$ cat src/capture_timer_consts.svh
// register indices, field positions, reset values and codes
// assumes: included by bare name from the capture timer sources
`ifndef CAPTURE_TIMER_CONSTS_SVH
`define CAPTURE_TIMER_CONSTS_SVH
// register indices; byte address is four times the index
`define IDX_CONTROL_A    4'h0
`define IDX_CONTROL_B    4'h1
`define IDX_EVENT_CTRL   4'h4
`define IDX_INT_ENABLE   4'h5
`define IDX_INT_FLAG     4'h6
`define IDX_RUN_STATE    4'h7
`define IDX_DEBUG        4'h8
`define IDX_HIGH_BUF     4'h9
`define IDX_COUNTER      4'hA
`define IDX_COMPARE      4'hC
`define IDX_LAST         4'hD
// control_a fields
`define CA_ENABLE        0
`define CA_CLOCK_SOURCE_SELECT        2:1
`define CA_SYNC          4
`define CA_RUN_IN_STANDBY_ENABLE      6
`define CA_MASK          8'h57
// control_b fields
`define CB_MODE          2:0
`define CB_OUTEN         4
`define CB_INIT          5
`define CB_IMMEDIATE_EDGE_SELECT         6
`define CB_MASK          8'h77
// event_control fields
`define EV_CAPTURE_EVENT_INPUT_ENABLE        0
`define EV_EDGE          4
`define EV_FILTER        6
`define EV_MASK          8'h51
`define BIT0_MASK        8'h01
// clock select codes
`define PERIPHERAL_CLOCK          2'h0
`define PERIPHERAL_CLOCK_DIV2     2'h1
`define CLK_PARTNER      2'h2
// reset values
`define RST_BYTE         8'h00
`define RST_WORD         16'h0000
// bus responses
`define RESP_OKAY        2'h0
`define RESP_DECERR      2'h3
`endif

$ cat src/capture_timer_pkg.sv
// types shared by the capture timer
// assumes: nothing beyond the language
package capture_timer_pkg;
  typedef enum logic [2:0] {
    MODE_PERIODIC, MODE_TIMEOUT, MODE_CAPTURE, MODE_FREQ,
    MODE_PW, MODE_FREQ_PW, MODE_SINGLE, MODE_PWM8
  } mode_t;
  typedef enum logic [1:0] {FPW_IDLE, FPW_RUN, FPW_DONE} fpw_t;
endpackage

$ cat src/capture_timer.sv
// 16-bit capture/compare timer with output pin, noise filter, partner sync
// assumes: AXI4-Lite master on ref_clk, all inputs synchronous to ref_clk
// Operation
// - immediate_edge_select select raises output without clock sync
// - single shot: output high start, low stop
// - pwm output in pwm mode, run state in single shot, else initial level
// - filter passes input after four equal samples
// - filter adds four clock cycles of delay
// - filter samples every clock, ignores prescaler
// - select 0x2 counts on partner clock or events
// - restart counter when partner restarts
// - strobe event output on each event condition
// - event acts only when capture input enabled
// - interrupt condition sets capture flag
// - irq while enable and flag both set
// - halt in power-down; standby needs run bit
// - run-in-standby ignored with partner clock
// - select 0 clock, 1 half clock, 3 reserved
// - enable bit 0 of control_a starts timer
// - initial level bit 5 of control_b
// - output enable bit 4 forces zero when off
// - three-bit field selects eight modes
// - flag cleared by write one or capture read
`timescale 1ns/10ps
`include "capture_timer_consts.svh"
module capture_timer (
  // clock and reset
  input  wire logic        ref_clk,
  input  wire logic        srst,
  // axi4-lite write
  input  wire logic [5:0]  awaddr,
  input  wire logic        awvalid,
  output logic             awready,
  input  wire logic [31:0] wdata,
  input  wire logic [3:0]  wstrb,
  input  wire logic        wvalid,
  output logic             wready,
  output logic [1:0]       bresp,
  output logic             bvalid,
  input  wire logic        bready,
  // axi4-lite read
  input  wire logic [5:0]  araddr,
  input  wire logic        arvalid,
  output logic             arready,
  output logic [31:0]      rdata,
  output logic [1:0]       rresp,
  output logic             rvalid,
  input  wire logic        rready,
  // system state
  input  wire logic        sleep_standby,
  input  wire logic        sleep_power_down,
  input  wire logic        debug_halt,
  // partner timer
  input  wire logic        partner_clk_tick,
  input  wire logic        partner_event_tick,
  input  wire logic        partner_count_on_event,
  input  wire logic        partner_restart,
  // event network
  input  wire logic        evt_in,
  output logic             evt_strobe,
  // pin and interrupt
  output logic             wave_out,
  output logic             irq
);
  logic [7:0]  ctrl_a_q, ctrl_b_q, ev_ctrl_q, int_en_q, dbg_q, temp_q;
  logic [15:0] cnt_q, compare_capture_value_q, cnt_d;
  logic        flag_q, run_q, run_d, div_q, set_flag, capture;
  capture_timer_pkg::fpw_t fpw_q, fpw_d;
  logic [3:0]  samp_q;
  logic        evt_lvl_q, evt_prev_q, raw_prev_q;
  logic        aw_have_q, w_have_q;
  logic [5:0]  aw_addr_q;
  logic [31:0] w_data_q;
  logic [3:0]  w_strb_q;

  // bus write decode
  wire       aw_hs    = awvalid & awready;
  wire       w_hs     = wvalid & wready;
  wire       wr_fire  = aw_have_q & w_have_q & ~bvalid;
  wire [3:0] wr_idx   = aw_addr_q[5:2];
  wire       wr_ok    = wr_idx <= `IDX_LAST;
  wire       wr_b0    = wr_fire & w_strb_q[0];
  wire       wr_b1    = wr_fire & w_strb_q[1];
  wire       wr_ca    = wr_b0 & (wr_idx == `IDX_CONTROL_A);
  wire       wr_cb    = wr_b0 & (wr_idx == `IDX_CONTROL_B);
  wire       wr_ev    = wr_b0 & (wr_idx == `IDX_EVENT_CTRL);
  wire       wr_ie    = wr_b0 & (wr_idx == `IDX_INT_ENABLE);
  wire       wr_fl    = wr_b0 & (wr_idx == `IDX_INT_FLAG);
  wire       wr_dbg   = wr_b0 & (wr_idx == `IDX_DEBUG);
  wire       wr_tmp   = wr_b0 & (wr_idx == `IDX_HIGH_BUF);
  wire       cnt_lo   = wr_b0 & (wr_idx == `IDX_COUNTER);
  wire       cnt_hi   = wr_b1 & (wr_idx == `IDX_COUNTER);
  wire       cmp_lo   = wr_b0 & (wr_idx == `IDX_COMPARE);
  wire       cmp_hi   = wr_b1 & (wr_idx == `IDX_COMPARE);
  wire       aw_have_d = ~wr_fire & (aw_have_q | aw_hs);
  wire       w_have_d  = ~wr_fire & (w_have_q | w_hs);
  wire       bvalid_d  = wr_fire | (bvalid & ~bready);
  wire       rd_fire   = arvalid & arready;
  wire       rvalid_d  = rd_fire | (rvalid & ~rready);
  wire [3:0] rd_idx    = araddr[5:2];

  // configuration fields
  capture_timer_pkg::mode_t mode;
  assign mode = capture_timer_pkg::mode_t'(ctrl_b_q[`CB_MODE]);
  wire [1:0] clock_source_select      = ctrl_a_q[`CA_CLOCK_SOURCE_SELECT];
  wire       sel_partner = clock_source_select == `CLK_PARTNER;
  wire       out_en      = ctrl_b_q[`CB_OUTEN];
  wire       immediate_edge_select_sel   = ctrl_b_q[`CB_IMMEDIATE_EDGE_SELECT];
  wire       edge_sel    = ev_ctrl_q[`EV_EDGE];
  wire       filt_en     = ev_ctrl_q[`EV_FILTER];
  wire       is_single   = mode == capture_timer_pkg::MODE_SINGLE;
  wire       is_pwm      = mode == capture_timer_pkg::MODE_PWM8;
  wire       is_capture_interrupt     = (mode >= capture_timer_pkg::MODE_CAPTURE) &&
                           (mode <= capture_timer_pkg::MODE_FREQ_PW);

  // sleep and debug gating; partner clock keeps its own standby rule
  wire active = ctrl_a_q[`CA_ENABLE] & ~sleep_power_down &
                (~sleep_standby | ctrl_a_q[`CA_RUN_IN_STANDBY_ENABLE] | sel_partner) &
                (~debug_halt | dbg_q[0]);
  wire partner_src = partner_count_on_event ? partner_event_tick
                                            : partner_clk_tick;
  wire tick = active & ((clock_source_select == `PERIPHERAL_CLOCK) |
                        ((clock_source_select == `PERIPHERAL_CLOCK_DIV2) & div_q) |
                        (sel_partner & partner_src));

  // noise filter runs on every clock, independent of the prescaler
  wire filt_stable = (&samp_q) | ~(|samp_q);
  wire evt_lvl_d   = filt_en ? (filt_stable ? samp_q[0] : evt_lvl_q)
                             : evt_in;
  wire ev_ok   = ev_ctrl_q[`EV_CAPTURE_EVENT_INPUT_ENABLE] & active;
  wire pos     = ev_ok & evt_lvl_q & ~evt_prev_q;
  wire neg     = ev_ok & ~evt_lvl_q & evt_prev_q;
  wire start_e = edge_sel ? neg : pos;
  wire stop_e  = edge_sel ? pos : neg;
  wire ss_trig = edge_sel ? (pos | neg) : pos;
  // unfiltered edge path gives the immediate output rise
  wire raw_trig = ev_ok & is_single & ~run_q & (evt_in ^ raw_prev_q) &
                  (edge_sel | evt_in);
  wire at_top  = cnt_q == compare_capture_value_q;
  wire [15:0] cnt_inc = cnt_q + 16'h0001;

  // per-mode counting sequence
  always_comb begin
    cnt_d    = cnt_q;
    run_d    = run_q;
    fpw_d    = fpw_q;
    set_flag = 1'b0;
    capture  = 1'b0;
    unique case (mode)
      capture_timer_pkg::MODE_PERIODIC: begin
        if (tick) begin
          cnt_d    = at_top ? `RST_WORD : cnt_inc;
          set_flag = at_top;
        end
      end
      capture_timer_pkg::MODE_TIMEOUT: begin
        if (run_q && tick) begin
          cnt_d    = cnt_inc;
          set_flag = at_top;
        end
        if (start_e) begin
          cnt_d = `RST_WORD;
          run_d = 1'b1;
        end else if (stop_e) begin
          run_d = 1'b0;
        end
      end
      capture_timer_pkg::MODE_CAPTURE: begin
        if (tick) cnt_d = cnt_inc;
        capture  = start_e;
        set_flag = start_e;
      end
      capture_timer_pkg::MODE_FREQ: begin
        if (tick) cnt_d = cnt_inc;
        if (start_e) begin
          cnt_d    = `RST_WORD;
          capture  = 1'b1;
          set_flag = 1'b1;
        end
      end
      capture_timer_pkg::MODE_PW: begin
        if (tick) cnt_d = cnt_inc;
        if (start_e) begin
          cnt_d = `RST_WORD;
        end else if (stop_e) begin
          capture  = 1'b1;
          set_flag = 1'b1;
        end
      end
      capture_timer_pkg::MODE_FREQ_PW: begin
        // a new sequence waits until the flag has been cleared
        unique case (fpw_q)
          capture_timer_pkg::FPW_IDLE: begin
            if (start_e && !flag_q) begin
              cnt_d = `RST_WORD;
              fpw_d = capture_timer_pkg::FPW_RUN;
            end
          end
          capture_timer_pkg::FPW_RUN: begin
            if (tick) cnt_d = cnt_inc;
            if (stop_e) begin
              capture = 1'b1;
              fpw_d   = capture_timer_pkg::FPW_DONE;
            end
          end
          capture_timer_pkg::FPW_DONE: begin
            if (tick) cnt_d = cnt_inc;
            if (start_e) begin
              set_flag = 1'b1;
              fpw_d    = capture_timer_pkg::FPW_IDLE;
            end
          end
          default: fpw_d = capture_timer_pkg::FPW_IDLE;
        endcase
        run_d = fpw_d != capture_timer_pkg::FPW_IDLE;
      end
      capture_timer_pkg::MODE_SINGLE: begin
        if (!run_q && ss_trig) begin
          cnt_d = `RST_WORD;
          run_d = 1'b1;
        end else if (run_q && tick) begin
          cnt_d    = at_top ? cnt_q : cnt_inc;
          run_d    = ~at_top;
          set_flag = at_top;
        end
      end
      capture_timer_pkg::MODE_PWM8: begin
        if (tick) begin
          cnt_d    = (cnt_q[7:0] == compare_capture_value_q[7:0]) ? `RST_WORD : cnt_inc;
          set_flag = cnt_q[7:0] == compare_capture_value_q[15:8];
        end
      end
    endcase
    if (ctrl_a_q[`CA_SYNC] && partner_restart && active)
      cnt_d = `RST_WORD;
    if (!ctrl_a_q[`CA_ENABLE]) begin
      run_d = 1'b0;
      fpw_d = capture_timer_pkg::FPW_IDLE;
    end
  end

  // bus writes take priority over the counter and capture paths
  wire [15:0] cnt_n  = {cnt_hi ? w_data_q[15:8] : cnt_d[15:8],
                        cnt_lo ? w_data_q[7:0]  : cnt_d[7:0]};
  wire [15:0] compare_capture_value_b = capture ? cnt_q : compare_capture_value_q;
  wire [15:0] compare_capture_value_n = {cmp_hi ? w_data_q[15:8] : compare_capture_value_b[15:8],
                        cmp_lo ? w_data_q[7:0]  : compare_capture_value_b[7:0]};
  wire flag_clr = (wr_fl & w_data_q[0]) |
                  (rd_fire & (rd_idx == `IDX_COMPARE) & is_capture_interrupt);
  wire flag_d   = set_flag | (flag_q & ~flag_clr);
  wire [7:0] int_en_d = wr_ie ? (w_data_q[7:0] & `BIT0_MASK) : int_en_q;
  wire irq_d = int_en_d[0] & flag_d;

  // output pin
  wire pwm_hi = (compare_capture_value_q[7:0] != 8'h00) & (cnt_d[7:0] < compare_capture_value_q[15:8]);
  wire wave_d = ~out_en ? 1'b0 :
                is_single ? (run_d | (immediate_edge_select_sel & raw_trig)) :
                is_pwm ? (active & pwm_hi) :
                ctrl_b_q[`CB_INIT];

  wire uses_run = is_single | (mode == capture_timer_pkg::MODE_TIMEOUT) |
                  (mode == capture_timer_pkg::MODE_FREQ_PW);
  wire run_bit  = uses_run ? run_q : active;
  // unlisted and reserved offsets read as zero
  wire [31:0] rd_word =
    (rd_idx == `IDX_CONTROL_A)  ? {24'h000000, ctrl_a_q} :
    (rd_idx == `IDX_CONTROL_B)  ? {24'h000000, ctrl_b_q} :
    (rd_idx == `IDX_EVENT_CTRL) ? {24'h000000, ev_ctrl_q} :
    (rd_idx == `IDX_INT_ENABLE) ? {24'h000000, int_en_q} :
    (rd_idx == `IDX_INT_FLAG)   ? {31'h00000000, flag_q} :
    (rd_idx == `IDX_RUN_STATE)  ? {31'h00000000, run_bit} :
    (rd_idx == `IDX_DEBUG)      ? {24'h000000, dbg_q} :
    (rd_idx == `IDX_HIGH_BUF)   ? {24'h000000, temp_q} :
    (rd_idx == `IDX_COUNTER)    ? {16'h0000, cnt_q} :
    (rd_idx == `IDX_COMPARE)    ? {16'h0000, compare_capture_value_q} : 32'h00000000;

  always_ff @(posedge ref_clk) begin
    if (srst) begin
      ctrl_a_q <= `RST_BYTE;
      ctrl_b_q <= `RST_BYTE;
      ev_ctrl_q <= `RST_BYTE;
      int_en_q <= `RST_BYTE;
      dbg_q    <= `RST_BYTE;
      temp_q   <= `RST_BYTE;
      cnt_q    <= `RST_WORD;
      compare_capture_value_q   <= `RST_WORD;
      flag_q   <= 1'b0;
      run_q    <= 1'b0;
      fpw_q    <= capture_timer_pkg::FPW_IDLE;
      div_q    <= 1'b0;
    end else begin
      if (wr_ca) ctrl_a_q <= w_data_q[7:0] & `CA_MASK;
      if (wr_cb) ctrl_b_q <= w_data_q[7:0] & `CB_MASK;
      if (wr_ev) ev_ctrl_q <= w_data_q[7:0] & `EV_MASK;
      if (wr_dbg) dbg_q <= w_data_q[7:0] & `BIT0_MASK;
      if (wr_tmp) temp_q <= w_data_q[7:0];
      int_en_q <= int_en_d;
      cnt_q    <= cnt_n;
      compare_capture_value_q   <= compare_capture_value_n;
      flag_q   <= flag_d;
      run_q    <= run_d;
      fpw_q    <= fpw_d;
      div_q    <= active & ~div_q;
    end
  end

  always_ff @(posedge ref_clk) begin
    if (srst) begin
      samp_q     <= 4'h0;
      evt_lvl_q  <= 1'b0;
      evt_prev_q <= 1'b0;
      raw_prev_q <= 1'b0;
      wave_out   <= 1'b0;
      irq        <= 1'b0;
      evt_strobe <= 1'b0;
    end else begin
      samp_q     <= {samp_q[2:0], evt_in};
      evt_lvl_q  <= evt_lvl_d;
      evt_prev_q <= evt_lvl_q;
      raw_prev_q <= evt_in;
      wave_out   <= wave_d;
      irq        <= irq_d;
      evt_strobe <= set_flag;
    end
  end

  // axi4-lite handshakes
  always_ff @(posedge ref_clk) begin
    if (srst) begin
      aw_have_q <= 1'b0;
      w_have_q  <= 1'b0;
      awready   <= 1'b0;
      wready    <= 1'b0;
      bvalid    <= 1'b0;
      bresp     <= `RESP_OKAY;
      arready   <= 1'b0;
      rvalid    <= 1'b0;
      rresp     <= `RESP_OKAY;
      rdata     <= 32'h00000000;
      aw_addr_q <= 6'h00;
      w_data_q  <= 32'h00000000;
      w_strb_q  <= 4'h0;
    end else begin
      aw_have_q <= aw_have_d;
      w_have_q  <= w_have_d;
      awready   <= ~aw_have_d & ~bvalid_d;
      wready    <= ~w_have_d & ~bvalid_d;
      bvalid    <= bvalid_d;
      arready   <= ~rvalid_d;
      rvalid    <= rvalid_d;
      if (aw_hs) aw_addr_q <= awaddr;
      if (w_hs) begin
        w_data_q <= wdata;
        w_strb_q <= wstrb;
      end
      if (wr_fire) bresp <= wr_ok ? `RESP_OKAY : `RESP_DECERR;
      if (rd_fire) begin
        rdata <= rd_word;
        rresp <= (rd_idx <= `IDX_LAST) ? `RESP_OKAY : `RESP_DECERR;
      end
    end
  end
endmodule // capture_timer

$ cat config.mk
export PLATFORM = sky130hd
export DESIGN_NAME = capture_timer
export DESIGN_NICKNAME = d
export VERILOG_FILES = /design/src/capture_timer_pkg.sv /design/src/capture_timer.sv
export VERILOG_INCLUDE_DIRS = /design/src /design/src/src
export SDC_FILE = /design/constraint.sdc
export NUM_CORES = 1
export LEC_CHECK = 0
export BUFFER_PORTS_ARGS = -buffer_cell sky130_fd_sc_hd__buf_2
export CAP_MARGIN = 30
export CORE_ASPECT_RATIO = 2
export CORE_MARGIN = 2
export CORE_UTILIZATION = 50
export CTS_CLUSTER_SIZE = 12
export DETAILED_ROUTE_END_ITERATION = 10
export PLACE_DENSITY = 0.83
export SLEW_MARGIN = 20
export SYNTH_ARGS = -nofsm -noshare
export SYNTH_HDL_FRONTEND = slang
export SYNTH_SLANG_ARGS = --single-unit
export TNS_END_PERCENT = 50
$ cat constraint.sdc
create_clock -name ref_clk -period 9.2 [get_ports ref_clk]
set_input_delay 1.84 -clock ref_clk [delete_from_list [all_inputs] [get_ports ref_clk]]
set_output_delay 1.84 -clock ref_clk [all_outputs]
set_load 0.02 [all_outputs]
==> results of run 1 <==
-- Yosys cell counts (all sizes together) (6+ instances only) --
cell | n | area [sq um]
a211oi | 31 | 268
a21o | 7 | 52.6
a21oi | 85 | 448
a22oi | 12 | 90.1
a311oi | 10 | 87.6
a31oi | 10 | 68.8
and2 | 10 | 62.6
buf | 35 | 228
clkbuf | 46 | 174
dfxtp | 117 | 2340
ha | 13 | 163
inv | 22 | 82.6
mux2i | 44 | 440
nand2 | 114 | 430
nand2b | 14 | 87.6
nand3 | 25 | 125
nand4 | 12 | 75.1
nor2 | 113 | 427
nor2b | 23 | 144
nor3 | 25 | 125
nor4 | 14 | 115
o211ai | 6 | 45.0
o21ai | 37 | 185
o31ai | 9 | 86.3
xnor2 | 12 | 105
xor2 | 16 | 140
-- flip-flops by register name, summed over array words and instances (netlist names), 2 cells and up --
signal	cells
aw_addr_q	4
w_data_q	16
w_strb_q	2
ev_ctrl_q	3
ctrl_b_q	6
ctrl_a_q	5
temp_q	8
compare_capture_value_q	16
cnt_q	16
rdata	16
fpw_q	2
samp_q	4
-- through the flow --
step,cells,setup WS [ns],util
2_1_floorplan,956,4.59,-
3_3_place_gp,1138,3.23,0.529
3_5_place_dp,1138,3.24,0.529
4_1_cts,1170,3.66,0.572
5_1_grt,1170,3.25,0.572
6_report,1170,3.51,0.572
-- worst max-delay path, delay by kind of cell --
kind	cells	cell delay [ns]
and+or+nand+nor	8	1.98
AOI/OAI and AO/OA	7	1.64
adders and majority gates	1	0.31
muxes	1	0.12
buffers and inverters	1	0.10
-- final cells by class --
class | instances | area (sq um)
fill | 1291 | 6120
clock inverter | 11 | 150
clock buffer | 21 | 460
timing repair buffer | 71 | 365
tap | 192 | 240
multi-input combinational | 736 | 4520
inverter | 22 | 82.6
sequential | 117 | 2340
-- worst max path at each step --
stage / start / to / slack [ns] / depth (start not counted)
after floorplan: sleep_power_down / wave_out / 4.59 / 16
after global placement: partner_count_on_event / wave_out / 3.23 / 18
after detailed placement: partner_count_on_event / wave_out / 3.24 / 18
after CTS: partner_count_on_event / wave_out / 3.66 / 18
after global routing: sleep_power_down / wave_out / 3.25 / 18
final: partner_count_on_event / wave_out / 3.51 / 18
-- power breakdown --
part	switching [uW]	internal, uW	total [uW]
Clock	243	441	683
Sequential	11.9	516	528
Combinational	44.1	19.5	63.6
-- metal layers --
layer | GRT usage | wire length (microns) | vias to the layer above
li1 | - | - | 3406
met1 | 0.313 | 7880 | 3457
met2 | 0.506 | 11600 | 400
met3 | 0.0477 | 1420 | 128
met4 | 0.223 | 1690 | 0
met5 | 0 | 0 | -
-- kinds of logic (layout without fill, tap and decap cells) --
group | count (synthesis) | in the layout | synth area share
simple gates | 379 | 379 | 0.251
compound gates | 255 | 255 | 0.241
flops | 117 | 117 | 0.322
buf+inv | 103 | 125 | 0.0665
mux | 45 | 45 | 0.0636
xor+xnor | 28 | 28 | 0.0337
fa+ha+maj | 13 | 13 | 0.0223
other cells | 1 | 16 | 0.000515
==> metrics.md, run 1 <==
| Metric | Value |
|---|---|
| Status | `completed` |
| Fin crit share | `0.618` |
| Critical path arrival | `6.00 ns` |
| CTS root buf | `clkbuf_16` |
| Reg-to-Reg End | `wave_out` |
| Max H-tree Level | `4` |
| Overall Power | `1280 uW` |
| Number of gates resized after CTS | `0` |
| Max VDD drop | `0.000137 V` |
| CP Max Fanout | `27` |
| CTS Buf Count | `17` |
| Die area | `0.0156 sq mm` |
| Final clock skew | `0.00842 ns` |
| 1st-iter DRT viols | `705` |
| CTS tree | `done` |
| Required time worst endpoint | `9.52 ns` |
| Core Box Area | `0.0143 sq mm` |
| First-pass GRT wire length | `35900 microns` |
| Top Ports | `107` |
| R2R depth | `17` |
| Grt ovf | `0` |
| Tmin final | `5.69 ns` |
| Via count | `7391` |
| Drt wl/cell | `19.3 microns` |
| Critical register-to-register path startpoint | `cnt_q[3]` |
| Slowest stage delay, CP | `0.86 ns` |
| Synthesis-to-layout area growth | `12.0%` |
| Leakage power | `0.00309 uW` |
| CP most frequent cell | `nand2_1` |
| Die Wd | `89.3 microns` |
| Worst setup SP type | `input pin` |
| Final slew viol count | `0` |
| Tightest Pin Transition | `0.968 ns` |
| RD Place Congestion | `0.997` |
| Cell Area, Synth | `0.00728 sq mm` |
| Worst Hold Class | `reg -> reg` |
| Cts hold-fix bufs | `0` |
| Ant diodes | `0` |
| Largest net degree at the start of global routing | `82` |
| Critical-path top delay cell | `and2_1` |
| Total Routing Usage GR | `0.297` |
| Port Buffer Count | `68` |
| Initial antenna violation count | `0` |
| Hold Path End | `div_q` |
| Cell Pwr Density | `156 mW/mm^2` |
| Maximum buffer depth of the clock tree | `2` |
| Commonest non-fill, non-tap cell in the layout | `dfxtp_1` |
| Setup Viol. Count Final | `0` |
| Area after DPL | `0.00755 sq mm` |
| Worst skew pair latency | `0.42 ns` |
| Post-DRT Antenna Nets | `0` |
| Worst hold slack | `0.454 ns` |
| Crit Path Class | `in -> reg` |
| RSZ-0062 raised after global routing | `false` |
| HPWL Detailed | `16200 microns` |
| Max-slew headroom | `0.355` |
| Yosys warnings | `0` |
| Most common flop cell mapped by yosys | `dfxtp_1` |
| FF-to-FF setup slack | `4.49 ns` |
| Vias in the first global route | `7228` |
| Post-route cell area | `0.00816 sq mm` |
| Clock sink total | `117` |
| Max Cap Viol | `0` |
| Syn_area_per_cell | `7.74 sq um` |
| Critical hold path startpoint | `div_q` |
| Final Hold Fails | `0` |
| Row Count | `62` |
| Initial Util | `0.510` |
| Final wirelength | `22600 microns` |
| Critical path endpoint category | `flop` |
| Commonest non-fill, non-tap cells in the layout | `dfxtp_1 (117), nand2_1 (113), nor2_1 (112), a21oi_1 (83), buf_2 (67)` |
| Seq/Total Area, Yosys | `0.322` |
| FF+latch count, synth | `117` |
| Chip height | `175 microns` |
| Number of flops mapped to enable cells by yosys | `0` |
| Nets | `1041` |
| # DRC | `0` |
| Share of cells above drive strength 1 | `0.127` |
| Setup TNS | `0 ns` |
| Hold path depth | `1` |
| Drt first pass iters | `8` |
| Vias/cell | `6.32` |
| Reg clk slew, reported paths | `0.05 ns` |
| Worst-path cell chain | `buf_2 > mux2i_1 > a211oi_2 > and2_1 > nand2_1 > nand2_1 > a31oi_1 > a221oi_1 > nor2_1 > ha_1 > a21oi_1 > nor2b_1 > o21ai_0 > and3_1 > o21ai_0 > nand2_1 > o2111ai_1 > nor3_1` |
| Yosys cell types | `85` |
| Peak Freq | `176 MHz` |
| Postcts setup bufs | `0` |
| Async S/R FF share, synth | `0` |
| Mapped Cells | `941` |
Note: power is estimated with default switching activity, not from simulation.
==> run 2: changes to the inputs <==
--- a/config.mk
+++ b/config.mk
@@ -6,6 +6,7 @@
 export SDC_FILE = /design/constraint.sdc
 export NUM_CORES = 1
 export LEC_CHECK = 0
+export ABC_AREA = 1
 export BUFFER_PORTS_ARGS = -buffer_cell sky130_fd_sc_hd__buf_2
 export CAP_MARGIN = 30
 export CORE_ASPECT_RATIO = 2
==> constraint.sdc (replaced) <==
create_clock -name ref_clk -period 5.55 [get_ports ref_clk]
set_input_delay 1.11 -clock ref_clk [delete_from_list [all_inputs] [get_ports ref_clk]]
set_output_delay 1.11 -clock ref_clk [all_outputs]
set_load 0.02 [all_outputs]
==> run 2 against run 1 <==
  * Sequential power rose by 66%
  * Final cell count increased by 15%
  * Area after synthesis down 1.1%
  * Global-route usage decreased by 0.53 points
  * Clock skew grew 0.0024 ns
  * Critical path depth is 3 higher
  * Critical path type is now reg -> reg
  * Utilization up 0.26 points
  * Count of clock-buffer cells in the layout fell by 2
  * Register-to-register slack got worse by 2.8 ns
  * Total power grew 64%
  * Clock power grew 60%
  * Highest routed layer unchanged
  * Combinational power is 89% higher
==> metrics.md, run 2 <==
| Metric | Value |
|---|---|
| Commonest non-fill, non-tap cells in the layout | `nand2_1 (209), inv_1 (138), nor2_1 (138), o21ai_0 (124), dfxtp_1 (117)` |
| Grt ovf | `0 (unchanged)` |
| Crit Path Class | `reg -> reg` |
| RD Place Congestion | `0.950 (-4.8%)` |
| Synth top area share | `0.325 (+0.00369)` |
| Number of gates resized after CTS | `0 (unchanged)` |
| Final wirelength | `22400 microns (-1.0%)` |
| Vias/cell | `5.76 (-8.9%)` |
| Chip height | `174 microns (-0.56%)` |
| Setup TNS | `0 ns (unchanged)` |
| HPWL Detailed | `16400 microns (+1.8%)` |
| Largest family of logic cells by synthesized area | `simple AND/OR/NAND/NOR gates` |
| Nets | `1214 (+17%)` |
| Drt first pass iters | `5 (-3)` |
| CTS root buf | `clkbuf_16` |
| Mux share of post-synthesis cell area | `0 (-0.0636)` |
| Seq/Total Area, Yosys | `0.325 (+0.00369)` |
| Final clock skew | `0.0108 ns (+0.00235 ns)` |
| M1 GR Usage | `0.357 (+0.0436)` |
| Max H-tree Level | `4 (unchanged)` |
| Worst Hold Class | `reg -> reg` |
| Mapped Cells | `1087 (+16%)` |
| Maximum buffer depth of the clock tree | `2 (unchanged)` |
| Total Routing Usage GR | `0.292 (-0.00533)` |
| Vias in the first global route | `7340 (+1.5%)` |
| Initial antenna violation count | `0 (unchanged)` |
| Max-slew headroom | `0.490 (+0.136)` |
| Post-synthesis adder-cell area fraction | `0.0226 (+0.000256)` |
| Final Hold Fails | `0 (unchanged)` |
| Critical path arrival | `4.15 ns (-1.85 ns)` |
| CTS Buf Count | `17 (unchanged)` |
| Cts hold-fix bufs | `0 (unchanged)` |
| Critical register-to-register path startpoint | `cnt_q[6]` |
| Share of cells above drive strength 1 | `0.127 (about the same)` |
| Area contributors post-synth | `dfxtp_1 (33%), nand2_1 (11%), o21ai_0 (8.6%), inv_1 (7.2%), nor2_1 (7.2%)` |
| Drt wl/cell | `16.7 microns (-14%)` |
| Initial Util | `0.507 (-0.00303)` |
| Met3 usage | `0.0371 (-0.0106)` |
| Synthesis-to-layout area growth | `13.2%` |
| CP Launch Point | `cnt_q[6]` |
| Clock sink total | `117 (unchanged)` |
| Number of flops mapped to enable cells by yosys | `0 (unchanged)` |
| Final slew viol count | `0 (unchanged)` |
| Commonest non-fill, non-tap cell in the layout | `nand2_1` |
| Synth top cells by count | `nand2_1 (209), inv_1 (139), nor2_1 (138), o21ai_0 (124), dfxtp_1 (117)` |
| Post-DRT Antenna Nets | `0 (unchanged)` |
| Port Buffer Count | `68 (unchanged)` |
| Worst skew pair latency | `0.42 ns (about the same)` |
| Row Count | `62 (unchanged)` |
| Max VDD drop | `0.000339 V (+150%)` |
| # DRC | `0 (unchanged)` |
| Core Box Area | `0.0142 sq mm (-0.54%)` |
| Filler cells | `1315 (+1.9%)` |
| First-pass GRT wire length | `35600 microns (-0.90%)` |
| 1st-iter DRT viols | `701 (-0.57%)` |
| Tightest Pin Transition | `0.762 ns (-0.206 ns)` |
| Die Wd | `88.9 microns (-0.54%)` |
| Peak Freq | `262 MHz` |
| Postcts setup bufs | `0 (unchanged)` |
| Required time worst endpoint | `5.89 ns (-3.63 ns)` |
| Setup Viol. Count Final | `0 (unchanged)` |
| Via count | `7733 (+4.6%)` |
| Async S/R FF share, synth | `0 (unchanged)` |
| Synth Area in Compound Gates | `0.233 (-0.00853)` |
| Cell Area, Synth | `0.00720 sq mm (-1.1%)` |
| Top Ports | `107 (unchanged)` |
| Yosys warnings | `0 (unchanged)` |
| CP Max Fanout | `11 (-59%)` |
| Grt peak-use layer | `met2` |
| Fin crit share | `0.687` |
| Syn_area_per_cell | `6.62 sq um (-14%)` |
| RSZ-0062 raised after global routing | `false` |
| Ant diodes | `0 (unchanged)` |
| Area leader, netlist | `dfxtp_1` |
| FF+latch count, synth | `117 (unchanged)` |
| Final design utilization | `0.574 (+0.00259)` |
| Reg clk slew, reported paths | `0.06 ns (about the same)` |
| Cell Pwr Density | `257 mW/mm^2 (+64%)` |
| Critical hold path startpoint | `w_have_q` |
| Max Cap Viol | `0 (unchanged)` |
| Yosys cell types | `51 (-40%)` |
| Critical path endpoint category | `flop` |
| Leakage power | `0.00354 uW (+15%)` |
| Worst setup SP type | `flop` |
| Status | `completed` |
| Tmin final | `3.81 ns` |
| Synth Area in XOR/XNOR | `0.0243 (-0.00935)` |
| Die area | `0.0154 sq mm (-1.1%)` |
| Post-synthesis simple-gate area fraction | `0.274 (+0.0236)` |
| Largest net degree at the start of global routing | `59 (-28%)` |
| Most common flop cell mapped by yosys | `dfxtp_1` |
| Met2 usage | `0.490 (-0.0161)` |
| Count leader, synth | `nand2_1` |
| CTS tree | `done` |
run 2: cell count changes in the layout (fill, tap and decap cells not counted), moves of 10 or more:
cell,before,now
o21ai_0,33,124
nor2_1,112,138
nand2_1,113,209
mux2i_1,44,0
nor2b_1,23,0
a22oi_1,12,1
nand2b_1,14,0
nor3_1,25,12
inv_1,21,138
and2_1,10,0
run 2: power breakdown:
part	internal, uW	switching, uW	leakage (uW)
Combinational	35.3	85.0	0.00231
Clock	678	414	0.000281
Sequential	860	19.3	0.000948
run 2: cell families after synthesis:
kind of cell    after synthesis
compound gates              288
other cells                   1
simple gates                445
xor+xnor                     20
buf+inv                     203
fa+ha+maj                    13
flops                       117
run 2: layout make-up:
type,count,area [sq um],area share
clock inverters,13,145,0.0178
well taps,192,240,0.0295
flip-flops and latches,117,2340,0.287
clock buffers,19,443,0.0543
repair buffers,74,385,0.0473
inverters,146,548,0.0672
multi-input cells,782,4050,0.496
run 2: final timing paths:
check                           endpoint  slack, ns  cells after the start
worst max-delay path            wave_out       1.74                     21
worst min-delay path              wready       0.42                      1
worst max register to register  wave_out       1.74                     21
worst min register to register    wready       0.42                      1
run 2: worst max-delay path, stage by stage, from the launching register on:
cell     delay [ns]
dfxtp_1        0.59
xor2_1         0.20
nor2_1         0.06
nand2_1        0.07
nor2_1         0.10
nand2_1        0.38
inv_1          0.23
o21ai_0        0.20
inv_1          0.07
nor2_1         0.24
nand2_1        0.13
o22ai_1        0.12
inv_1          0.05
nand3_1        0.06
nand3_1        0.12
inv_1          0.09
ha_1           0.24
a21oi_1        0.18
nand3_1        0.10
nor3_1         0.20
nand2_1        0.13
a21oi_2        0.16
run 2: metrics by stage:
stage               area (sq um)  total power, uW  cells  setup slack [ns]  hold slack (ns)
floorplan                   7260              980   1102              2.25            0.396
global placement            7560             1010   1311              1.57            0.415
detailed placement          7560             1020   1311              1.51            0.412
CTS                         8150             2090   1343              1.83            0.423
global route                8150             2150   1343              1.54            0.441
finish                      8150             2090   1343              1.74            0.423
run 2: per-layer routing:
layer | up-vias | wire (microns)
met5 | - | 0
met1 | 3533 | 8660
met2 | 424 | 11100
met3 | 83 | 1630
li1 | 3693 | -
met4 | 0 | 988
